File: config.mk
export PLATFORM = sky130hd
export DESIGN_NAME = hbpwm_top
export DESIGN_NICKNAME = d
export VERILOG_FILES = /design/src/hbpwm_pkg.sv /design/src/hbpwm_chan_if.sv /design/src/hbpwm_top.sv /design/src/hbpwm_channel.sv
export SDC_FILE = /design/constraint.sdc
export NUM_CORES = 1
export LEC_CHECK = 0
export BUFFER_PORTS_ARGS = -buffer_cell sky130_fd_sc_hd__buf_2
export CORE_MARGIN = 1.5
export CORE_UTILIZATION = 34
export CTS_BUF_LIST = sky130_fd_sc_hd__clkbuf_2
export CTS_CLUSTER_DIAMETER = 80
export DETAILED_ROUTE_END_ITERATION = 6
export SLEW_MARGIN = 25
export SYNTH_ARGS = -nofsm -noshare
export SYNTH_HDL_FRONTEND = slang
export SYNTH_HIERARCHICAL = 1
export SYNTH_SLANG_ARGS = --single-unit
File: constraint.sdc
create_clock -name core_clk_i -period 2.7 [get_ports core_clk_i]
set_input_delay 0.54 -clock core_clk_i [delete_from_list [all_inputs] [get_ports core_clk_i]]
set_output_delay 0.54 -clock core_clk_i [all_outputs]
set_load 0.01 [all_outputs]
File: src/hbpwm_pkg.sv
// Package: constants and types for the half-bridge PWM and fault block
package hbpwm_pkg;
  // ************************************************************
  // Geometry
  // ************************************************************
  localparam int NUM_BRIDGES  = 8;
  localparam int NUM_CHANNELS = 3;
  localparam int DUTY_BITS    = 8;
  // ************************************************************
  // Clock and PWM timing
  // ************************************************************
  localparam int CLK_HZ        = 10_000_000;
  localparam int TICKS_PER_PER = 256;              // 8-bit duty steps
  localparam int RATE_80_HZ    = 80;
  localparam int RATE_100_HZ   = 100;
  localparam int RATE_200_HZ   = 200;
  localparam int RATE_2K_HZ    = 2000;
  // Prescale cycles per duty step, rounded down
  localparam int PRE_80   = CLK_HZ / (RATE_80_HZ * TICKS_PER_PER);
  localparam int PRE_100  = CLK_HZ / (RATE_100_HZ * TICKS_PER_PER);
  localparam int PRE_200  = CLK_HZ / (RATE_200_HZ * TICKS_PER_PER);
  localparam int PRE_2K   = CLK_HZ / (RATE_2K_HZ * TICKS_PER_PER);
  localparam int PRE_BITS = 16;
  // Dead time between one switch off and the other on
  localparam int DEAD_NS     = 500;
  localparam int CLK_NS      = 100;
  localparam int DEAD_CYCLES = (DEAD_NS + CLK_NS - 1) / CLK_NS;
  // ************************************************************
  // Encodings and reset values
  // ************************************************************
  localparam logic [1:0] RATE_OFF  = 2'h0;
  localparam logic [1:0] RATE_80   = 2'h1;
  localparam logic [1:0] RATE_100  = 2'h2;
  localparam logic [1:0] RATE_200  = 2'h3;
  localparam logic [1:0] ASSIGN_NONE = 2'h0;       // continuous mode
  localparam logic [7:0] DUTY_RST  = 8'h00;
  // Global status bit positions
  localparam int GS_POR_SEEN = 0;
  localparam int GS_TPW      = 1;
  localparam int GS_TSD      = 2;
  localparam int GS_OV       = 4;
  localparam int GS_UV       = 5;
  localparam int GS_LE       = 6;
  localparam logic [7:0] GS_RST = 8'h00;
  typedef enum logic [1:0] {
    HBPWM_ST_OFF  = 2'b00,
    HBPWM_ST_HIGH = 2'b01,
    HBPWM_ST_LOW  = 2'b10,
    HBPWM_ST_DEAD = 2'b11
  } hbpwm_leg_t;
endpackage

File: src/hbpwm_chan_if.sv
// Interface: shared PWM channel levels toward the bridge legs
`timescale 1ns/1ps
interface hbpwm_chan_if;
  logic [hbpwm_pkg::NUM_CHANNELS-1:0] pwm_on;
  logic [hbpwm_pkg::NUM_CHANNELS-1:0] running;
  modport source (output pwm_on, output running);
  modport sink   (input pwm_on, input running);
endinterface

File: src/hbpwm_top.sv
// Module: eight half-bridge PWM driver control with fault latching
`timescale 1ns/1ps
module hbpwm_top
  import hbpwm_pkg::*;
#(
  parameter int NB = NUM_BRIDGES,
  parameter int NC = NUM_CHANNELS
) (
  // Clock, reset and sleep
  input  wire logic            core_clk_i,
  input  wire logic            resetn_i,
  input  wire logic            enable_i,
  // Bridge control
  input  wire logic [NB-1:0]   bridge_high_side_enable_i,
  input  wire logic [NB-1:0]   bridge_low_side_enable_i,
  input  wire logic [2*NB-1:0] bridge_channel_assign_control_i,
  input  wire logic [NB-1:0]   free_wheeling_i,
  // Channel settings
  input  wire logic [8*NC-1:0] duty_cycle_control_i,
  input  wire logic [2*NC-1:0] channel_rate_field_i,
  input  wire logic [NC-1:0]   channel_fast_rate_bit_i,
  // Analog monitor inputs (asynchronous)
  input  wire logic [NB-1:0]   hs_overcurrent_i,
  input  wire logic [NB-1:0]   ls_overcurrent_i,
  input  wire logic [NB-1:0]   hs_open_load_i,
  input  wire logic [NB-1:0]   ls_open_load_i,
  input  wire logic            temp_warn_i,
  input  wire logic            temp_shutdown_i,
  input  wire logic            supply_under_i,
  input  wire logic            supply_over_i,
  // Flag clear strobes, one cycle each
  input  wire logic [NB-1:0]   clear_hs_oc_i,
  input  wire logic [NB-1:0]   clear_ls_oc_i,
  input  wire logic [NB-1:0]   clear_hs_ol_i,
  input  wire logic [NB-1:0]   clear_ls_ol_i,
  input  wire logic [7:0]      clear_global_i,
  // Gate drives
  output logic [NB-1:0]        high_gate_o,
  output logic [NB-1:0]        low_gate_o,
  // Status
  output logic [NB-1:0]        high_side_overcurrent_flag_o,
  output logic [NB-1:0]        low_side_overcurrent_flag_o,
  output logic [NB-1:0]        high_side_open_load_flag_o,
  output logic [NB-1:0]        low_side_open_load_flag_o,
  output logic [7:0]           global_status_o,
  output logic                 fault_indicator_n_o
);
  localparam int NMON = 4 * NB + 4;
  // ************************************************************
  // Reset, sleep and input synchronisers
  // ************************************************************
  logic            en_s1, en_s2;
  logic            rst_all;
  logic [NMON-1:0] mon_s1, mon_s2, mon_raw;
  logic [NB-1:0]   oc_h, oc_l, ol_h, ol_l;
  logic            t_warn, t_sd, s_uv, s_ov;

  assign mon_raw = {hs_overcurrent_i, ls_overcurrent_i, hs_open_load_i,
                    ls_open_load_i, temp_warn_i, temp_shutdown_i,
                    supply_under_i, supply_over_i};
  assign {oc_h, oc_l, ol_h, ol_l, t_warn, t_sd, s_uv, s_ov} = mon_s2;

  // Enable and monitor pins pass two flops before use
  always_ff @(posedge core_clk_i) begin
    if (!resetn_i) begin
      en_s1  <= 1'b0;
      en_s2  <= 1'b0;
      mon_s1 <= '0;
      mon_s2 <= '0;
    end else begin
      en_s1  <= enable_i;
      en_s2  <= en_s1;
      mon_s1 <= mon_raw;
      mon_s2 <= mon_s1;
    end
  end

  // Sleep holds the whole block in reset
  assign rst_all = !resetn_i || !en_s2;

  // ************************************************************
  // PWM channels
  // ************************************************************
  hbpwm_chan_if ch_if ();
  genvar c;
  generate
    for (c = 0; c < NC; c++) begin : g_ch
      hbpwm_channel #(.DW(DUTY_BITS)) u_ch (
        .core_clk_i (core_clk_i),
        .resetn_i   (!rst_all),
        .duty_i     (duty_cycle_control_i[8*c +: 8]),
        .rate_i     (channel_rate_field_i[2*c +: 2]),
        .fast_i     (channel_fast_rate_bit_i[c]),
        .pwm_on_o   (ch_if.pwm_on[c]),
        .running_o  (ch_if.running[c])
      );
    end
  endgenerate

  // ************************************************************
  // Fault flags
  // ************************************************************
  // Set wins over clear so a live condition re-latches at once
  always_ff @(posedge core_clk_i) begin
    if (rst_all) begin
      high_side_overcurrent_flag_o <= '0;
      low_side_overcurrent_flag_o  <= '0;
      high_side_open_load_flag_o   <= '0;
      low_side_open_load_flag_o    <= '0;
    end else begin
      high_side_overcurrent_flag_o <= oc_h |
        (high_side_overcurrent_flag_o & ~clear_hs_oc_i);
      low_side_overcurrent_flag_o <= oc_l |
        (low_side_overcurrent_flag_o & ~clear_ls_oc_i);
      high_side_open_load_flag_o <= ol_h |
        (high_side_open_load_flag_o & ~clear_hs_ol_i);
      low_side_open_load_flag_o <= ol_l |
        (low_side_open_load_flag_o & ~clear_ls_ol_i);
    end
  end

  logic [7:0] next_gs;
  logic       load_err;
  assign load_err = |{oc_h, oc_l, ol_h, ol_l};

  // Global status: sticky bits, host clear strobes per bit; the strobe on bit 0 sets it
  always_comb begin
    next_gs = global_status_o & ~clear_global_i;
    next_gs[GS_POR_SEEN] = global_status_o[GS_POR_SEEN]
                           | clear_global_i[GS_POR_SEEN];
    next_gs[GS_TPW] = next_gs[GS_TPW] | t_warn;
    next_gs[GS_TSD] = next_gs[GS_TSD] | t_sd;
    next_gs[GS_OV]  = next_gs[GS_OV]  | s_ov;
    next_gs[GS_UV]  = next_gs[GS_UV]  | s_uv;
    next_gs[GS_LE]  = next_gs[GS_LE]  | load_err;
    next_gs[3] = 1'b0;
    next_gs[7] = 1'b0;
  end

  always_ff @(posedge core_clk_i) begin
    if (rst_all) global_status_o <= GS_RST;
    else         global_status_o <= next_gs;
  end

  // Fault pin low whenever a global status bit from GS_TPW to GS_LE is set
  always_ff @(posedge core_clk_i) begin
    if (rst_all) fault_indicator_n_o <= 1'b1;
    else fault_indicator_n_o <= !(|next_gs[GS_LE:GS_TPW]);
  end

  // ************************************************************
  // Bridge legs
  // ************************************************************
  logic all_off;
  // Thermal latch persists; supply faults follow the live level
  assign all_off = global_status_o[GS_TSD] || s_uv || s_ov;

  genvar b;
  generate
    for (b = 0; b < NB; b++) begin : g_leg
      logic [1:0]  asg;
      logic        assigned, pwm, run, want_h, want_l;
      logic [3:0]  dead_cnt;
      hbpwm_leg_t  st;
      assign asg      = bridge_channel_assign_control_i[2*b +: 2];
      assign assigned = (asg != ASSIGN_NONE);
      assign pwm = assigned && ch_if.pwm_on[asg - 2'h1];
      assign run = assigned && ch_if.running[asg - 2'h1];

      // Wanted gate levels after protection, before dead time
      always_comb begin
        want_h = 1'b0;
        want_l = 1'b0;
        if (!assigned) begin
          want_h = bridge_high_side_enable_i[b];
          want_l = bridge_low_side_enable_i[b] && !want_h;
        end else if (bridge_high_side_enable_i[b]) begin
          if (!run) begin
            want_l = free_wheeling_i[b];
          end else begin
            want_h = pwm;
            want_l = free_wheeling_i[b] && !pwm;
          end
        end else if (bridge_low_side_enable_i[b]) begin
          want_l = run && pwm;
          want_h = free_wheeling_i[b] && run && !pwm;
        end
        if (all_off) begin
          want_h = 1'b0;
          want_l = 1'b0;
        end
        if (high_side_overcurrent_flag_o[b] || oc_h[b]) want_h = 1'b0;
        if (low_side_overcurrent_flag_o[b] || oc_l[b])  want_l = 1'b0;
      end

      // Leg sequencer: a switch only turns on after dead time in OFF
      always_ff @(posedge core_clk_i) begin
        if (rst_all) begin
          st       <= HBPWM_ST_OFF;
          dead_cnt <= '0;
        end else begin
          unique case (st)
            HBPWM_ST_HIGH: if (!want_h) st <= HBPWM_ST_DEAD;
            HBPWM_ST_LOW:  if (!want_l) st <= HBPWM_ST_DEAD;
            HBPWM_ST_DEAD: begin
              dead_cnt <= dead_cnt + 4'h1;
              if (dead_cnt == 4'(DEAD_CYCLES - 1)) begin
                dead_cnt <= '0;
                st       <= HBPWM_ST_OFF;
              end
            end
            HBPWM_ST_OFF: begin
              if (want_h)      st <= HBPWM_ST_HIGH;
              else if (want_l) st <= HBPWM_ST_LOW;
            end
          endcase
        end
      end

      // Gates straight from flops; protection acts without waiting
      always_ff @(posedge core_clk_i) begin
        if (rst_all) begin
          high_gate_o[b] <= 1'b0;
          low_gate_o[b]  <= 1'b0;
        end else begin
          high_gate_o[b] <= (st == HBPWM_ST_HIGH) && want_h;
          low_gate_o[b]  <= (st == HBPWM_ST_LOW) && want_l;
        end
      end
    end
  endgenerate

  // ************************************************************
  // Assertions
  // ************************************************************
  no_shoot_a: assert property (@(posedge core_clk_i) disable iff (rst_all)
    (high_gate_o & low_gate_o) == '0)
    else $error("both sides of a bridge on");
  tsd_off_a: assert property (@(posedge core_clk_i) disable iff (rst_all)
    global_status_o[GS_TSD] |=> (high_gate_o | low_gate_o) == '0)
    else $error("output on during thermal shutdown");
  oc_off_a: assert property (@(posedge core_clk_i) disable iff (rst_all)
    high_side_overcurrent_flag_o[0] |=> !high_gate_o[0])
    else $error("overcurrent switch turned on");
  oc_latch_a: assert property (@(posedge core_clk_i) disable iff (rst_all)
    oc_h[0] |=> high_side_overcurrent_flag_o[0] && global_status_o[GS_LE])
    else $error("overcurrent not latched");
  fault_pin_a: assert property (@(posedge core_clk_i) disable iff (rst_all)
    global_status_o[GS_TPW] |-> !fault_indicator_n_o)
    else $error("fault pin high with flag set");
  uv_flag_a: assert property (@(posedge core_clk_i) disable iff (rst_all)
    s_uv |=> global_status_o[GS_UV] ##1 (high_gate_o | low_gate_o) == '0)
    else $error("undervoltage not handled");
  ov_flag_a: assert property (@(posedge core_clk_i) disable iff (rst_all)
    s_ov |=> global_status_o[GS_OV])
    else $error("overvoltage not latched");
  sleep_off_a: assert property (@(posedge core_clk_i) disable iff (!resetn_i)
    !en_s2 |=> (high_gate_o | low_gate_o) == '0 && global_status_o == '0)
    else $error("sleep left outputs or flags");
  tpw_keep_a: assert property (@(posedge core_clk_i) disable iff (rst_all)
    (global_status_o[GS_TPW] && !clear_global_i[GS_TPW])
      |=> global_status_o[GS_TPW])
    else $error("prewarning lost without clear");
  pwm_cv: cover property (@(posedge core_clk_i) disable iff (rst_all)
    high_gate_o[0] ##[1:300] low_gate_o[0]);
  tsd_cv: cover property (@(posedge core_clk_i) disable iff (rst_all)
    global_status_o[GS_TSD]);
  oc_cv: cover property (@(posedge core_clk_i) disable iff (rst_all)
    low_side_overcurrent_flag_o[1]);
endmodule

File: src/hbpwm_channel.sv
// Module: one PWM channel with period-aligned settings update
`timescale 1ns/1ps
module hbpwm_channel
  import hbpwm_pkg::*;
#(
  parameter int DW = DUTY_BITS
) (
  // Clock and reset
  input  wire logic          core_clk_i,
  input  wire logic          resetn_i,
  // Settings
  input  wire logic [DW-1:0] duty_i,
  input  wire logic [1:0]    rate_i,
  input  wire logic          fast_i,
  // Channel state
  output logic               pwm_on_o,
  output logic               running_o
);
  logic [DW-1:0]       duty_act;
  logic [1:0]          rate_act;
  logic                fast_act;
  logic [PRE_BITS-1:0] pre_cnt;
  logic [DW-1:0]       step;
  logic                tick;
  logic                period_end;

  // Prescale length for the active rate (fast bit wins)
  function automatic logic [PRE_BITS-1:0] pre_len(input logic f,
                                                  input logic [1:0] r);
    if (f) return PRE_BITS'(PRE_2K - 1);
    unique case (r)
      RATE_80:  return PRE_BITS'(PRE_80 - 1);
      RATE_100: return PRE_BITS'(PRE_100 - 1);
      RATE_200: return PRE_BITS'(PRE_200 - 1);
      default:  return PRE_BITS'(0);
    endcase
  endfunction

  assign tick       = (pre_cnt == pre_len(fast_act, rate_act));
  assign period_end = tick && (step == {DW{1'b1}});

  // ************************************************************
  // Active settings: taken at a period boundary or while stopped
  // ************************************************************
  // Stopped channel loads at once so writing a rate starts a period
  always_ff @(posedge core_clk_i) begin
    if (!resetn_i) begin
      duty_act <= DUTY_RST;
      rate_act <= RATE_OFF;
      fast_act <= 1'b0;
    end else if (!running_o || period_end) begin
      duty_act <= duty_i;
      rate_act <= rate_i;
      fast_act <= fast_i;
    end
  end

  // Prescaler and step counter
  always_ff @(posedge core_clk_i) begin
    if (!resetn_i || !running_o) begin
      pre_cnt <= '0;
      step    <= '0;
    end else if (tick) begin
      pre_cnt <= '0;
      step    <= step + 1'b1;
    end else begin
      pre_cnt <= pre_cnt + 1'b1;
    end
  end

  // Output: on while step is below duty, held off when stopped
  always_ff @(posedge core_clk_i) begin
    if (!resetn_i) begin
      pwm_on_o  <= 1'b0;
      running_o <= 1'b0;
    end else begin
      running_o <= (rate_act != RATE_OFF) || fast_act;
      pwm_on_o  <= running_o && (step < duty_act);
    end
  end

  // Assertions
  stop_off_a: assert property (@(posedge core_clk_i) disable iff (!resetn_i)
    !running_o |=> !pwm_on_o) else $error("stopped channel drove on");
  hold_duty_a: assert property (@(posedge core_clk_i) disable iff (!resetn_i)
    (running_o && !period_end) |=> $stable(duty_act))
    else $error("duty changed mid period");
  run_cv: cover property (@(posedge core_clk_i) disable iff (!resetn_i)
    running_o && pwm_on_o);
endmodule

* Yosys cells after proc, flatten, opt, wreduce, memory -nomap -nowiden
Cells that the tools add are included.
** Word-level totals
- Register bits after elaboration :: 288
- Input bits :: 152
- Logic and storage cells :: 551
** Cells by class
- Add/subtract/negate cells :: 22
- Order comparisons :: 11
- Equality and inequality tests :: 79
- Multiplexer cells :: 196
- Bitwise logic cells :: 20
- Reductions and logical operators :: 160
** Operators by type and width (number)
- 2-to-1 mux 1 bit :: 115
- 2-to-1 mux 16 bit :: 6
- case mux 9 bit (3 select lines) :: 3
- 2-to-1 mux 2 bit :: 40
- logical AND 1 bit :: 78
- case mux 2 bit (4 select lines) :: 8
- adder 16 x 1 -> 16 bit, second input constant :: 3
- == test 16 bit :: 3
- != test 2 bit, second input constant :: 24
- == test 2 bit, second input constant :: 22
- adder 4 x 1 -> 4 bit, second input constant :: 8
- bitwise AND 8 bit :: 4
- binary-select mux 1 bit (select 2 bit) :: 16
- == test 4 x 3 -> 1 bit, second input constant :: 8
- 2-to-1 mux 4 bit :: 8
- inverter 8 bit :: 4
- OR 8 bit :: 4
- AND reduction 4 bit :: 8
- OR reduction 32 bit :: 1
- logical OR 1 bit :: 28
- adder 8 x 1 -> 8 bit, second input constant :: 3
- == test 8 bit, second input constant :: 3
- < comparator 2 x 3 -> 1 bit, second input constant :: 8
- < comparator 8 bit :: 3
- 11 further kinds :: 80

* Depth between registers and ports, before layout
- Word-level depth :: 14
- Mapped depth :: 10

* By module
Netlist, hierarchy kept.
** By module, submodules not included
- hbpwm_top :: times used 1, cells each 808, area an instance 7297.0 um^2, seq. area each 3543.4 um^2
- hbpwm_channel :: times used 3, cells each 223, area an instance 1865.5 um^2, seq. area each 740.7 um^2

* Worst setup path before layout
No wires, ideal clock.
- Kind :: input-to-reg
- Start point :: input port bridge_channel_assign_control_i[4]
- End point :: register g_leg[2].st[1]
- Setup time :: 0.096 ns
- Arrival :: 2.406 ns
- Slack :: 0.198 ns
- Cell stages on the path :: 8
- Buffers on the path :: 0
- Path through :: inv_1 ha_1 mux2_4 a221oi_4 a21oi_2 mux2_4 o41a_1 o41ai_2
** On the way
- Cells in the longest elaborated chain, start to end :: 13
- Elaborated cells on any way between the ends :: 31
- Classes of those cells :: add/sub (1); eq/ne (3); mux (18); reduce/logical (9)
** Ends and longest elaborated chain
- start: declaration :: RTL line hbpwm_top.sv:16 : input wire logic [2*NB-1:0] bridge_channel_assign_control_i,
- subtractor 2 x 1 -> 2 bit :: RTL line hbpwm_top.sv:167, hbpwm_top.sv:168
- binary-select mux 1 bit (select 2 bit), on equally long branches :: RTL line hbpwm_top.sv:168, hbpwm_top.sv:167
- 2-to-1 mux 1 bit, on equally long branches :: RTL line hbpwm_top.sv:168, hbpwm_top.sv:167
- logical AND 1 bit, on equally long branches :: RTL line hbpwm_top.sv:168, hbpwm_top.sv:167
- logical AND 1 bit / logical NOT 1 bit (equally long branches) :: RTL line hbpwm_top.sv:186, hbpwm_top.sv:182
- logical AND 1 bit, on equally long branches :: RTL line hbpwm_top.sv:186, hbpwm_top.sv:182
- 2-to-1 mux 1 bit, on equally long branches :: RTL line hbpwm_top.sv:184, hbpwm_top.sv:178
- 2-to-1 mux 1 bit :: RTL line hbpwm_top.sv:177 : end else if (bridge_high_side_enable_i[b]) begin
- 2-to-1 mux 1 bit :: RTL line hbpwm_top.sv:174 : if (!assigned) begin
- 2-to-1 mux 1 bit :: RTL line hbpwm_top.sv:188 : if (all_off) begin
- 2-to-1 mux 1 bit, on equally long branches :: RTL line hbpwm_top.sv:192, hbpwm_top.sv:193
- != test 3 bit (no source line), or another cell as far along
- AND reduction 4 bit (no source line) / case mux 2 bit (4 select lines) (equally long branches)
- end signal: assignment :: RTL line hbpwm_top.sv:199 : st <= HBPWM_ST_OFF;
- end signal: assignment :: RTL line hbpwm_top.sv:203 : HBPWM_ST_HIGH: if (!want_h) st <= HBPWM_ST_DEAD;
- end signal: assignment :: RTL line hbpwm_top.sv:204 : HBPWM_ST_LOW: if (!want_l) st <= HBPWM_ST_DEAD;
- end: declaration :: RTL line hbpwm_top.sv:164 : hbpwm_leg_t st;
Several ways; a longest one is shown, not always the timed one. The select of a mux whose other input is x is not followed.
A chain may end at the register's enable or synchronous reset.

* Worst setup path after layout
- Start point :: register g_ch[0].u_ch.pre_cnt[11]
- End point :: register g_ch[0].u_ch.step[7]
** On the way
- Cells in the longest elaborated chain, start to end :: 1
** Ends and longest elaborated chain
- start: declaration :: RTL line hbpwm_channel.sv:22 : logic [PRE_BITS-1:0] pre_cnt;
- start signal: assignment :: RTL line hbpwm_channel.sv:67 : pre_cnt <= pre_cnt + 1'b1;
- == test 16 bit :: RTL line hbpwm_channel.sv:39 : assign tick = (pre_cnt == pre_len(fast_act, rate_act));
- end signal: assignment :: RTL line hbpwm_channel.sv:65 : step <= step + 1'b1;
- end: declaration :: RTL line hbpwm_channel.sv:23 : logic [DW-1:0] step;
Every way passes these cells.

==> run metrics <==
outcome=complete, no violations; buffer cell driving the clock tree root=sky130_fd_sc_hd__clkbuf_2; Buffers on Ports=204; leading register cell type out of synthesis=sky130_fd_sc_hd__dfxtp_1; launch point of the worst reg-to-reg path=g_ch[0].u_ch/pre_cnt[11]$_SDFF_PP0_; latest clock arrival within the worst-skew pair=0.97 ns; cells along the critical path=or4_1 > a221o_1 > nor4_4 > nand2_2 > or4_1 > a21oi_1; Sequential Area=5770 sq um; leakage power=6.90 nW; number of design rule violations left after detail routing=0; number of antenna violations at the first check in global routing=2; final hold violation count=0; GRT Resource Usage Total=17.5%; starting utilization of the core area=34.4%; GRT overflow=0; Total Nets Final=2,077; Max Buffers Root-to-Sink=3; via count=11,600; critical setup path kind=register to register; skew final=0.0671 ns; max-capacitance violation count=0; origin of the worst setup path=g_ch[0].u_ch/pre_cnt[11]$_SDFF_PP0_; EDFF count, synth=0; first-pass GRT wire length=54,400 um; Row Count=71; slowest stage delay, CP=0.55 ns; area taken by multi-input logic gates=6380 sq um; data arrival time of the critical path=3.35 ns; number of instances in the placed design=2,168; ys async rst share=0%; setup slack after placement=-0.0709 ns; count of synthesis-stage warnings from yosys=6; FF-to-FF setup slack=0.17 ns; Crit path required time=3.52 ns; largest net degree at the start of global routing=85; unrepaired setup endpoints after global routing=no; largest cells by area after synthesis=sky130_fd_sc_hd__dfxtp_1, sky130_fd_sc_hd__ha_1, sky130_fd_sc_hd__and2_1; shortest clock period the worst path allows after layout=2.53 ns; portion of synthesized cell area occupied by the leading cell type=44.7%; worst reg2reg endpoint=g_ch[0].u_ch/step[7]$_SDFFE_PP0P_; largest voltage drop on the vdd net=355 uV; total wire length after detailed routing=34,100 um; CTS clock-pin slew for the worst setup and hold paths=0.09 ns; Setup crit end kind=register; final number of max-transition violations=0; Pwr per Cell Area=493 nW/um^2; highest achievable clock rate=0.396 GHz; vias per std cell=4.76; DRC violation total after the first TritonRoute iteration=428; H-tree depth=3; Final ANT Viol Nets=0; Setup WS post-layout=0.172 ns; placed wire-length estimate after detailed placement=23,400 um; post-synthesis cell type with the largest combined area=sky130_fd_sc_hd__dfxtp_1; Pre-antenna DRT Iters=5; Worst Setup EP=g_ch[0].u_ch/step[7]$_SDFFE_PP0P_; proportion of layout cells with a drive suffix above 1=21.4%; Die Height=198 um; Wirelength per Cell=14.0 um; cell area after placement=14,600 sq um; flip-flop and latch count after synthesis=288; utilization of the core after routing=44.1%; Setup-failing EPs final=0; sum of internal, switching and leakage power=0.00815 W; kind of launch point of the worst setup path=register; routability cong.=0.812; core footprint=37,500 sq um; clock tree from TritonCTS=done; overall die width=198 um; cell with the largest stage delay on the worst path=sky130_fd_sc_hd__or4_1; critical path's most frequent cell=sky130_fd_sc_hd__or4_1; worst hold path type=input pin to register; Area growth syn-to-layout=28.3%; total clock buffers created by CTS=81; Worst slew margin=34.6%; area of all placed cells without fillers=16,500 sq um; crit-path max FO=12; Register-to-Register Path Depth=6; via count of the first global-routing pass=11,400; hold path startpoint=bridge_low_side_enable_i[3]; number of placed I/O pins=209; sink count of the clock tree=288; count of filler cells inserted in the layout=3,792; slew of the pin with the lowest slew margin=0.980 ns; number of library cell types mapped by synthesis=66; Mean Syn Cell Area=8.73 sq um; period utilisation layout=93.6%; area of the mapped netlist=12,900 sq um; sequential element share of the synthesized area=44.7%; DIE AREA=39,100 sq um; Cells after Synth=1,477; final instance count without filler cells=2,431
==> flip-flops by register name, summed over array words and instances, names as in the netlist <==
signal,cells
g_leg.dead_cnt,32
global_status_o,6
g_leg.st,16
en_s1,1
mon_s2,36
mon_s1,36
g_ch.u_ch/duty_act,24
high_side_open_load_flag_o,8
fault_indicator_n_o,1
g_ch.u_ch/pre_cnt,48
low_side_open_load_flag_o,8
g_ch.u_ch/fast_act,3
low_side_overcurrent_flag_o,8
g_ch.u_ch/rate_act,6
low_gate_o,8
g_ch.u_ch/step,24
high_gate_o,8
g_ch.u_ch/pwm_on_o,3
high_side_overcurrent_flag_o,8
en_s2,1
g_ch.u_ch/running_o,3
==> synthesized netlist by cell type (all sizes together), types with 7 or more instances <==
cell / number
and3b: 7
and4: 11
o211ai: 9
a22oi: 7
and3: 16
a21oi: 97
nand2b: 14
buf: 13
clkbuf: 48
o41ai: 7
and2: 81
or4: 27
o31ai: 7
a221oi: 7
xnor2: 16
inv: 132
nand4b: 7
nand4: 15
nor4: 29
o21bai: 7
o21ai: 62
ha: 63
mux2i: 8
nor2b: 8
nor2: 126
dfxtp: 288
nor3: 29
nand3: 88
xor2: 36
mux2: 22
nand2: 116
==> per-stage QoR <==
| step | hold WS, ns | TNS (ns) |
|---|---|---|
| after detailed placement | 0.418 | -0.316 |
| after floorplan | 0.412 | 0 |
| final | 0.135 | 0 |
| after global routing | 0.0785 | 0 |
| after CTS | 0.00189 | 0 |
| after global placement | 0.413 | 0 |
==> power by group <==
group          total (W)  switching, W  internal, W  leakage (nW)
clock            0.00317       0.00185      0.00132         0.543
sequential       0.00435     0.0000410      0.00431          2.34
combinational   0.000632      0.000281     0.000350          4.01
==> area by class of cell <==
class	instances	share of cell area [%]
Multi-Input combinational cell	997	38.6
Sequential cell	288	34.9
Timing Repair Buffer	362	15.2
Tap cell	511	3.87
Clock buffer	112	3.39
Inverter	132	3.00
Clock inverter	26	1.04
Antenna cell	3	0.0454
==> critical path, delay by kind of cell, from the launching register on <==
kind,cells,cell delay [ns]
simple gates,4,1.60
flops,1,0.36
compound gates,2,0.47
==> per-layer routing <==
| layer | share of wire, % | global-route usage [%] | up-vias |
|---|---|---|---|
| li1 | - | - | 5911 |
| met3 | 5.0 | 4.07 | 71 |
| met5 | 0 | 0 | - |
| met4 | 3.4 | 9.53 | 0 |
| met2 | 48 | 29.3 | 253 |
| met1 | 44 | 20.6 | 5336 |
==> worst min-delay path by stage <==
| stage | cells after the start | slack (ns) | end |
|---|---|---|---|
| 6_report | 4 | 0.14 | low_gate_o[3]$_SDFF_PN0_ |
| 5_1_grt | 5 | 0.08 | g_leg[4].st[1]$_SDFFE_PN0P_ |
| 4_1_cts | 4 | 0.002 | low_gate_o[3]$_SDFF_PN0_ |
| 3_5_place_dp | 1 | 0.42 | mon_s2[30]$_SDFF_PN0_ |
| 3_3_place_gp | 1 | 0.41 | mon_s2[7]$_SDFF_PN0_ |
| 2_1_floorplan | 1 | 0.41 | en_s2$_SDFF_PN0_ |
==> layout by cell type (no fill, tap or decap), drive strengths merged, types with 7 or more instances in the layout <==
master       instances
a21oi               97
a221oi               7
a22oi                7
and2                81
and3                16
and3b                7
and4                11
buf                240
clkbuf             112
clkinv              20
dfxtp              288
dlygate4sd3        122
ha                  63
inv                134
mux2                22
mux2i                8
nand2              116
nand2b              14
nand3               88
nand4               15
nand4b               7
nor2               126
nor2b                8
nor3                29
nor4                29
o211ai               9
o21ai               62
o21bai               7
o31ai                7
o41ai                7
or4                 27
xnor2               16
xor2                36
==> cells by family (layout without fill, tap and decap cells) <==
| kind of cell | after synthesis | after routing | synth area share [%] |
|---|---|---|---|
| other | 1 | 5 | 0.0291 |
| adders and majority gates | 63 | 63 | 6.11 |
| AOI/OAI and AO/OA | 250 | 250 | 12.3 |
| muxes | 30 | 30 | 2.63 |
| xor gates and xnor gates | 52 | 52 | 3.53 |
| and+or+nand+nor | 600 | 600 | 24.8 |
| buffers and inverters | 193 | 632 | 5.88 |
| DFF | 288 | 288 | 44.7 |
==> repair_timing <==
action | CTS | global route
hold buffers | 122 | 0
gates resized for setup | 0 | 4
endpoints found under the hold margin | 121 | 0
buffers inserted | 0 | 0
endpoints found under the setup margin | 0 | 1
No activity file was read; power rests on OpenSTA's default activity.
